### src/common/timer_pkg.sv
package timer_pkg;

	// ----------------------------------------
	// clock and tick rates
	// ----------------------------------------
	localparam longint unsigned CLK_HZ = 64'd50_000_000;
	localparam longint unsigned FAST_HZ = 64'd13_560_000;
	localparam longint unsigned SLOW_HZ = 64'd211_875;
	localparam int ACC_W = 24;
	localparam logic [ACC_W-1:0] FAST_INC = ACC_W'((FAST_HZ << ACC_W) / CLK_HZ);
	localparam logic [ACC_W-1:0] SLOW_INC = ACC_W'((SLOW_HZ << ACC_W) / CLK_HZ);

	// ----------------------------------------
	// register offsets
	// ----------------------------------------
	localparam logic [7:0] ADDR_GLOBAL = 8'h0e;
	localparam logic [7:0] ADDR_FIRST_CTRL = 8'h0f;
	localparam logic [7:0] ADDR_FIRST_RELOAD_HIGH = 8'h10;
	localparam logic [7:0] ADDR_FIRST_RELOAD_LOW = 8'h11;
	localparam logic [7:0] ADDR_FIRST_COUNT_HIGH = 8'h12;
	localparam logic [7:0] ADDR_FIRST_COUNT_LOW = 8'h13;
	localparam logic [7:0] ADDR_SECOND_CTRL = 8'h14;
	localparam logic [7:0] ADDR_SECOND_RELOAD_HIGH = 8'h15;
	localparam logic [7:0] ADDR_SECOND_RELOAD_LOW = 8'h16;
	localparam logic [7:0] ADDR_SECOND_COUNT_HIGH = 8'h17;
	localparam logic [7:0] ADDR_SECOND_COUNT_LOW = 8'h18;
	localparam logic [7:0] ADDR_STATUS = 8'h20;

	// ----------------------------------------
	// field layouts and values
	// ----------------------------------------
	localparam int FIRST = 0;
	localparam int SECOND = 1;
	localparam int RUN_LSB = 4;
	localparam logic [7:0] CTRL_WRITABLE = 8'hbb;
	localparam logic [2:0] RX_STOP_BITS = 3'h4;
	localparam logic [15:0] COUNT_ZERO = 16'h0000;
	localparam logic [15:0] COUNT_STEP = 16'h0001;
	localparam int STATUS_IRQ_BIT = 0;

	typedef enum logic [1:0] {
		MODE_SOFTWARE = 2'h0,
		MODE_TX_END = 2'h1,
		MODE_TRIM_NO_UF = 2'h2,
		MODE_TRIM_UF = 2'h3
	} start_mode_t;

	typedef enum logic [1:0] {
		CLK_FAST = 2'h0,
		CLK_SLOW = 2'h1,
		CLK_CASCADE_A = 2'h2,
		CLK_CASCADE_B = 2'h3
	} clk_sel_t;

	typedef struct packed {
		logic stop_on_receive;
		logic rsv6;
		start_mode_t start_mode_field;
		logic auto_restart;
		logic rsv2;
		clk_sel_t clock_select_field;
	} ctrl_t;

	typedef struct packed {
		logic running;
		logic underflow;
		logic [15:0] count;
		logic [15:0] reload;
		ctrl_t ctrl;
	} timer_t;

endpackage : timer_pkg

### src/common/tick_if.sv
`timescale 1ns/1ns
interface tick_if;
	logic fast_tick;
	logic slow_tick;
	modport source (output fast_tick, output slow_tick);
	modport sink (input fast_tick, input slow_tick);
endinterface : tick_if

### src/logic/reader_dual_countdown_timers.sv
// The plain strobed port was chosen for this implementation.
`timescale 1ns/1ns
// Notes on behaviour
// RQ1 - start event loads reload into counter
// RQ2 - reload writes affect only next start
// RQ3 - first count readable at 0x12, 0x13
// RQ4 - host avoids count reads during reception
// RQ5 - stop-on-receive halts after four received bits
// RQ6 - trimming mode ignores stop-on-receive
// RQ7 - mode 00 starts only by software
// RQ8 - mode 01 starts at transmission end
// RQ9 - modes 10/11 trim, start/stop on edges
// RQ10 - auto-restart reloads at zero, keeps counting
// RQ11 - without auto-restart stop and hold zero
// RQ12 - second underflow sets interrupt request flag
// RQ13 - select 00 fast tick, 01 slow tick
// RQ14 - select 10/11 cascades sibling underflows
// RQ15 - second control layout at 0x14
// RQ16 - second reload and count bytes mapped
// RQ17 - global low nibble masks running writes
// RQ18 - global upper nibble reports running timers
// RQ19 - first reload high at 0x10
// RQ20 - sixteen-bit counter, one step per tick
module reader_dual_countdown_timers (
	input wire logic clock,
	input wire logic rst_n,
	input wire logic [7:0] reg_addr,
	input wire logic [7:0] reg_wdata,
	input wire logic reg_wr,
	input wire logic reg_rd,
	output logic [7:0] reg_rdata,
	input wire logic tx_end,
	input wire logic rx_active,
	input wire logic rx_bit,
	input wire logic lfo_pin,
	input wire logic third_underflow,
	input wire logic [1:0] other_running,
	output logic second_timer_irq_flag
);
	import timer_pkg::*;

	typedef struct packed {
		timer_t [1:0] tmr;
		logic irq;
		logic [2:0] rx_count;
		logic rx_active_q;
		logic lfo_s1;
		logic lfo_s2;
		logic lfo_s3;
		logic [7:0] rdata;
	} top_state_t;

	top_state_t q;
	top_state_t d;
	logic lfo_rise;
	logic rx_fourth;
	logic glob_wr;
	logic [2:0] rx_base;
	logic [1:0] tick;

	tick_if ticks ();

	tick_divider u_div (
		.clock(clock),
		.rst_n(rst_n),
		.ticks(ticks.source)
	);

	// ----------------------------------------
	// helpers
	// ----------------------------------------
	function automatic logic tick_sel(ctrl_t c, logic fast, logic slow, logic ca, logic cb);
		logic r;
		r = 1'b0;
		unique case (c.clock_select_field)
			CLK_FAST: r = fast; // see RQ13
			CLK_SLOW: r = slow; // see RQ13
			CLK_CASCADE_A: r = ca; // see RQ14
			CLK_CASCADE_B: r = cb; // see RQ14
		endcase
		return r;
	endfunction : tick_sel

	function automatic timer_t timer_step(timer_t t, logic tk, logic txe, logic rx4,
			logic edge_in, logic sw_wr, logic sw_val);
		timer_t n;
		logic trim;
		n = t;
		n.underflow = 1'b0;
		trim = t.ctrl.start_mode_field inside {MODE_TRIM_NO_UF, MODE_TRIM_UF};
		if (t.running && tk) begin
			if (t.count != COUNT_ZERO) begin
				n.count = t.count - COUNT_STEP; // see RQ20
			end else if (t.ctrl.start_mode_field != MODE_TRIM_NO_UF) begin
				n.underflow = 1'b1;
				if (t.ctrl.auto_restart) begin
					n.count = t.reload; // see RQ10
				end else begin
					n.running = 1'b0; // see RQ11
				end
			end
		end
		if (!trim && t.ctrl.stop_on_receive && rx4) begin
			n.running = 1'b0; // see RQ5, see RQ6
		end
		if (trim && edge_in) begin
			n.running = !t.running; // see RQ9
			if (!t.running) begin
				n.count = t.reload;
			end
		end
		if (t.ctrl.start_mode_field == MODE_TX_END && txe) begin
			n.running = 1'b1; // see RQ8
			n.count = t.reload; // see RQ1
		end
		if (sw_wr) begin
			n.running = sw_val; // see RQ7, see RQ17
			if (sw_val) begin
				n.count = t.reload; // see RQ1
			end
		end
		return n;
	endfunction : timer_step

	// ----------------------------------------
	// next state
	// ----------------------------------------
	always_comb begin
		d = q;
		d.rdata = 8'h00;
		d.lfo_s1 = lfo_pin;
		d.lfo_s2 = q.lfo_s1;
		d.lfo_s3 = q.lfo_s2;
		lfo_rise = q.lfo_s2 && !q.lfo_s3;

		// received-bit counter restarts with each reception
		d.rx_active_q = rx_active;
		rx_base = (rx_active && !q.rx_active_q) ? 3'h0 : q.rx_count;
		d.rx_count = rx_base;
		if (rx_active && rx_bit && rx_base != RX_STOP_BITS) begin
			d.rx_count = rx_base + 3'h1;
		end
		rx_fourth = rx_active && rx_bit && (rx_base == RX_STOP_BITS - 3'h1); // see RQ5

		tick[FIRST] = tick_sel(q.tmr[FIRST].ctrl, ticks.fast_tick, ticks.slow_tick,
			third_underflow, q.tmr[SECOND].underflow);
		tick[SECOND] = tick_sel(q.tmr[SECOND].ctrl, ticks.fast_tick, ticks.slow_tick,
			q.tmr[FIRST].underflow, third_underflow); // see RQ14

		glob_wr = reg_wr && reg_addr == ADDR_GLOBAL;
		for (int i = 0; i < 2; i++) begin
			d.tmr[i] = timer_step(q.tmr[i], tick[i], tx_end, rx_fourth, lfo_rise,
				glob_wr && reg_wdata[i], reg_wdata[RUN_LSB + i]); // see RQ17
		end

		// register writes; reloads land in storage only
		if (reg_wr) begin
			unique case (reg_addr)
				ADDR_FIRST_CTRL: d.tmr[FIRST].ctrl = ctrl_t'(reg_wdata & CTRL_WRITABLE);
				ADDR_FIRST_RELOAD_HIGH: d.tmr[FIRST].reload[15:8] = reg_wdata; // see RQ19
				ADDR_FIRST_RELOAD_LOW: d.tmr[FIRST].reload[7:0] = reg_wdata; // see RQ2
				ADDR_SECOND_CTRL: d.tmr[SECOND].ctrl = ctrl_t'(reg_wdata & CTRL_WRITABLE); // see RQ15
				ADDR_SECOND_RELOAD_HIGH: d.tmr[SECOND].reload[15:8] = reg_wdata; // see RQ16
				ADDR_SECOND_RELOAD_LOW: d.tmr[SECOND].reload[7:0] = reg_wdata; // see RQ2
				ADDR_STATUS: begin
					if (reg_wdata[STATUS_IRQ_BIT]) begin
						d.irq = 1'b0;
					end
				end
				default: ;
			endcase
		end
		// a new underflow beats a clear in the same cycle
		if (d.tmr[SECOND].underflow) begin
			d.irq = 1'b1; // see RQ12
		end

		if (reg_rd) begin
			unique case (reg_addr)
				ADDR_GLOBAL: d.rdata = {other_running, q.tmr[SECOND].running,
					q.tmr[FIRST].running, 4'h0}; // see RQ18
				ADDR_FIRST_CTRL: d.rdata = q.tmr[FIRST].ctrl;
				ADDR_FIRST_RELOAD_HIGH: d.rdata = q.tmr[FIRST].reload[15:8];
				ADDR_FIRST_RELOAD_LOW: d.rdata = q.tmr[FIRST].reload[7:0];
				ADDR_FIRST_COUNT_HIGH: d.rdata = q.tmr[FIRST].count[15:8]; // see RQ3
				ADDR_FIRST_COUNT_LOW: d.rdata = q.tmr[FIRST].count[7:0]; // see RQ3
				ADDR_SECOND_CTRL: d.rdata = q.tmr[SECOND].ctrl; // see RQ15
				ADDR_SECOND_RELOAD_HIGH: d.rdata = q.tmr[SECOND].reload[15:8];
				ADDR_SECOND_RELOAD_LOW: d.rdata = q.tmr[SECOND].reload[7:0];
				ADDR_SECOND_COUNT_HIGH: d.rdata = q.tmr[SECOND].count[15:8]; // see RQ16
				ADDR_SECOND_COUNT_LOW: d.rdata = q.tmr[SECOND].count[7:0]; // see RQ16
				ADDR_STATUS: d.rdata = {7'h00, q.irq};
				default: d.rdata = 8'h00;
			endcase
		end
	end

	always_ff @(posedge clock or negedge rst_n) begin
		if (!rst_n) begin
			q <= '0;
		end else begin
			q <= d;
		end
	end

	assign reg_rdata = q.rdata;
	assign second_timer_irq_flag = q.irq;
endmodule : reader_dual_countdown_timers

### src/logic/tick_divider.sv
`timescale 1ns/1ns
module tick_divider (
	input wire logic clock,
	input wire logic rst_n,
	tick_if.source ticks
);
	import timer_pkg::*;

	typedef struct packed {
		logic [ACC_W-1:0] acc_fast;
		logic [ACC_W-1:0] acc_slow;
		logic fast;
		logic slow;
	} div_state_t;

	div_state_t q;
	div_state_t d;

	// ----------------------------------------
	// fractional dividers, carry is the tick
	// ----------------------------------------
	always_comb begin
		d = q;
		{d.fast, d.acc_fast} = {1'b0, q.acc_fast} + {1'b0, FAST_INC};
		{d.slow, d.acc_slow} = {1'b0, q.acc_slow} + {1'b0, SLOW_INC};
	end

	always_ff @(posedge clock or negedge rst_n) begin
		if (!rst_n) begin
			q <= '0;
		end else begin
			q <= d;
		end
	end

	assign ticks.fast_tick = q.fast;
	assign ticks.slow_tick = q.slow;

endmodule : tick_divider

### config.mk
export PLATFORM = sky130hd
export DESIGN_NAME = reader_dual_countdown_timers
export DESIGN_NICKNAME = d
export VERILOG_FILES = /design/src/common/timer_pkg.sv /design/src/common/tick_if.sv /design/src/logic/reader_dual_countdown_timers.sv /design/src/logic/tick_divider.sv
export SDC_FILE = /design/constraint.sdc
export NUM_CORES = 1
export LEC_CHECK = 0
export ABC_CLOCK_PERIOD_IN_PS = 2560
export BUFFER_PORTS_ARGS = -buffer_cell sky130_fd_sc_hd__buf_4
export CAP_MARGIN = 10
export CELL_PAD_IN_SITES_DETAIL_PLACEMENT = 1
export CELL_PAD_IN_SITES_GLOBAL_PLACEMENT = 1
export CORE_MARGIN = 2
export CORE_UTILIZATION = 45
export CTS_CLUSTER_SIZE = 12
export DETAILED_ROUTE_END_ITERATION = 10
export PLACE_DENSITY = 0.82
export SYNTH_ARGS = -nofsm -noshare
export SYNTH_HDL_FRONTEND = slang
export SYNTH_SLANG_ARGS = --single-unit
### constraint.sdc
create_clock -name clock -period 2.56 [get_ports clock]
set_input_delay 0 -clock clock [delete_from_list [all_inputs] [get_ports clock]]
set_output_delay 0 -clock clock [all_outputs]
set_load 0.05 [all_outputs]
==> flow_metrics.env <==
export IMPL_slew_violations=0
export IMPL_startpoint_type="flip-flop"
export IMPL_synth_largest_area_cell="dfrtp_1"
export IMPL_gr_total_overflow=0
export IMPL_firstDrtPassIters=8
export IMPL_setup_violations=0
export IMPL_arrival_ns=2.73
export IMPL_grt_usage_pct=27.5
export IMPL_fp_dieW_um=135
export IMPL_cts_root_buffer_cell="clkbuf_16"
export IMPL_wirelength_um=23600
export IMPL_ioPinCount=36
export IMPL_fin_crit_sh_pct=93.9
export IMPL_clk_latency_ns=0.44
export IMPL_syn_inst=723
export IMPL_dp_hpwl_um=16600
export IMPL_ir_worst_vdd_mv=0.424
export IMPL_syn_to_final_growth_pct=17.0
export IMPL_final_hold_violation_count=0
export IMPL_numPortBuffers=35
export IMPL_core_mm2=0.0166
export IMPL_grt_max_degree=54
export IMPL_yosysMostFrequentCell="dfrtp_1"
export IMPL_syn_area_per_cell_um2=10.6
export IMPL_critPathRequiredTime_ns=2.88
export IMPL_seq_area_frac_synth_pct=46.9
export IMPL_antenna_left=0
export IMPL_synthFlopType="dfrtp_1"
export IMPL_start_util_pct=46.2
export IMPL_hp_class="in -> async"
export IMPL_async_flop_share_pct=100
export IMPL_ys_ff_latch=144
export IMPL_fin_util_pct=54.0
export IMPL_finalCriticalPeriod_ns=2.40
export IMPL_die_y_um=135
export IMPL_dpl_cell_area_mm2=0.00819
export IMPL_rows=47
export IMPL_syn_cell_area_mm2=0.00768
export IMPL_ys_top_cells_by_count="dfrtp_1 (144), nand2_1 (72), nor2_1 (48)"
export IMPL_cts_buffers=17
export IMPL_htree_levels=4
export IMPL_clock_fmax_mhz=416
export IMPL_clockBufferDepth=2
export IMPL_nNetsFinal=817
export IMPL_wire_per_inst_um=23.3
export IMPL_relSlewSlack_pct=50.3
export IMPL_grt_pass1_vias=6669
export IMPL_antenna_found_initial=0
export IMPL_synth_edf_count=0
export IMPL_p_leak_nw=3.90
export IMPL_vias=6307
export IMPL_rsz0062_at_grt="no"
export IMPL_outcome="finished, final reports clean"
export IMPL_critPathMaxFanout=11
export IMPL_setup_ws_ns=0.155
export IMPL_synth_top_area_share_pct=46.9
export IMPL_synthTopCellsByArea="dfrtp_1 (47%), mux2_2 (6.9%), nand2_1 (3.5%)"
export IMPL_gp_congestion=0.964
export IMPL_worstSetupPathType="reg -> reg"
export IMPL_finalInstanceArea_mm2=0.00899
export IMPL_max_cap_violations=0
export IMPL_clk_pin_slew_worst_paths_ns=0.06
export IMPL_clock_skew_ns=0.0161
export IMPL_p_per_area_mw_per_mm2=753
export IMPL_tightest_slew_ns=0.742
export IMPL_cts_setup_buffers=0
export IMPL_drive_above_1_share_pct=22.2
export IMPL_cts_tree="built"
export IMPL_power_mw=6.77
export IMPL_clock_sinks=144
export IMPL_drtIter0Drc=526
export IMPL_num_antenna_cells=0
export IMPL_dp_slack_ns=0.227
export IMPL_syn_nets=759
export IMPL_drc_errors=0
export IMPL_dieArea_mm2=0.0181
export IMPL_grt_first_pass_wirelength_um=37800
export IMPL_yosysWarningCount=0
export IMPL_routed_via_density=6.22
export IMPL_end_kind="flip-flop"
export IMPL_synth_cell_types=86
export IMPL_finalSetupTns_ns=0
layer usage:
metal	wire length, µm	up-vias	global-route usage (%)	part of all wire (%)
li1	-	2765	-	-
met1	9710	3207	34.8	41
met2	11600	272	46.2	49
met3	1490	63	5.26	6.3
met4	813	0	12.0	3.4
met5	0	-	0	0
registers in the layout (all words and copies together), names as in the netlist:
signal,cells
q,85
u_div.q,46
reg_rdata,8
d,2
second_timer_irq_flag,1
u_div.ticks.fast_tick,1
u_div.ticks.slow_tick,1
critical path: stages, from the launching register on:
cell and delay [ns]:
dfrtp_1 0.45, or3_4 0.45, nor4_4 0.32, and3_1 0.54, nand2_1 0.14, o311ai_1 0.27, a31oi_1 0.12
path summary, 6_finish.rpt:
path                                    endpoint  cells after the start  slack (ns)       startpoint
hold reg to reg                   d[8]$_DFF_PN0_                      0        0.35   d[9]$_DFF_PN0_
setup reg to reg               q[99]$_DFFE_PN0P_                      6        0.16  q[86]$_DFF_PN0_
min in group clock             q[99]$_DFFE_PN0P_                      5        0.09           tx_end
setup / recovery               q[99]$_DFFE_PN0P_                      6        0.16  q[86]$_DFF_PN0_
hold / removal             u_div.q[17]$_DFF_PN0_                      2        0.06            rst_n
max in group asynchronous  u_div.q[47]$_DFF_PN0_                      3        1.65            rst_n
where the power goes:
| part | switching (mW) | internal (mW) | total (mW) |
|---|---|---|---|
| sequential | 0.377 | 2.49 | 2.87 |
| combinational | 0.683 | 0.488 | 1.17 |
| clock | 1.06 | 1.67 | 2.73 |
placed cells by master, fill, tap and decap left out, types with 6 or more instances in the layout:
master	count
nand3_1	16
xnor2_1	21
and2_1	6
nor4_1	6
buf_4	56
o22ai_1	6
a22oi_1	11
mux2_2	47
o211ai_1	7
nand2b_1	12
nand4_1	6
ha_1	9
xor2_1	20
a31oi_1	16
mux2i_1	18
nor2_1	48
clkbuf_16	17
dlygate4sd3_1	15
nor2b_1	12
o21ai_0	35
and3_1	8
inv_1	16
dfrtp_1	144
a21oi_1	25
nand2_1	72
nor3_1	19
per-stage QoR:
stage / std cells / hold slack (ns)
2_1_floorplan: 723 / -0.296
3_3_place_gp: 967 / -0.0289
3_5_place_dp: 967 / -0.0145
4_1_cts: 1014 / 0.0728
5_1_grt: 1014 / 0.108
6_report: 1014 / 0.0554
cell families (layout without fill, tap and decap cells):
logic type,Yosys count,in the layout,share of synthesized area (%)
xor+xnor,41,41,4.68
flops,144,144,46.9
simple gates,243,243,17.3
mux,70,70,10.7
buf+inv,49,120,3.31
compound gates,167,167,15.6
fa+ha+maj,9,9,1.47
area by class of cell:
| class | instances | area, µm² |
|---|---|---|
| clock buffer | 18 | 439 |
| clock inverter | 14 | 201 |
| sequential | 144 | 3600 |
| tap | 220 | 275 |
| fill | 1798 | 7650 |
| multi-input combinational | 530 | 3830 |
| timing repair buffer | 72 | 582 |
| inverter | 16 | 60.1 |
what timing repair did:
item,4_1_cts,5_1_grt
resized for setup,0,1
endpoints found under the setup margin,0,1
hold endpoints to repair,110,0
hold buffers,15,0
Note: power is estimated with default switching activity, not from simulation.
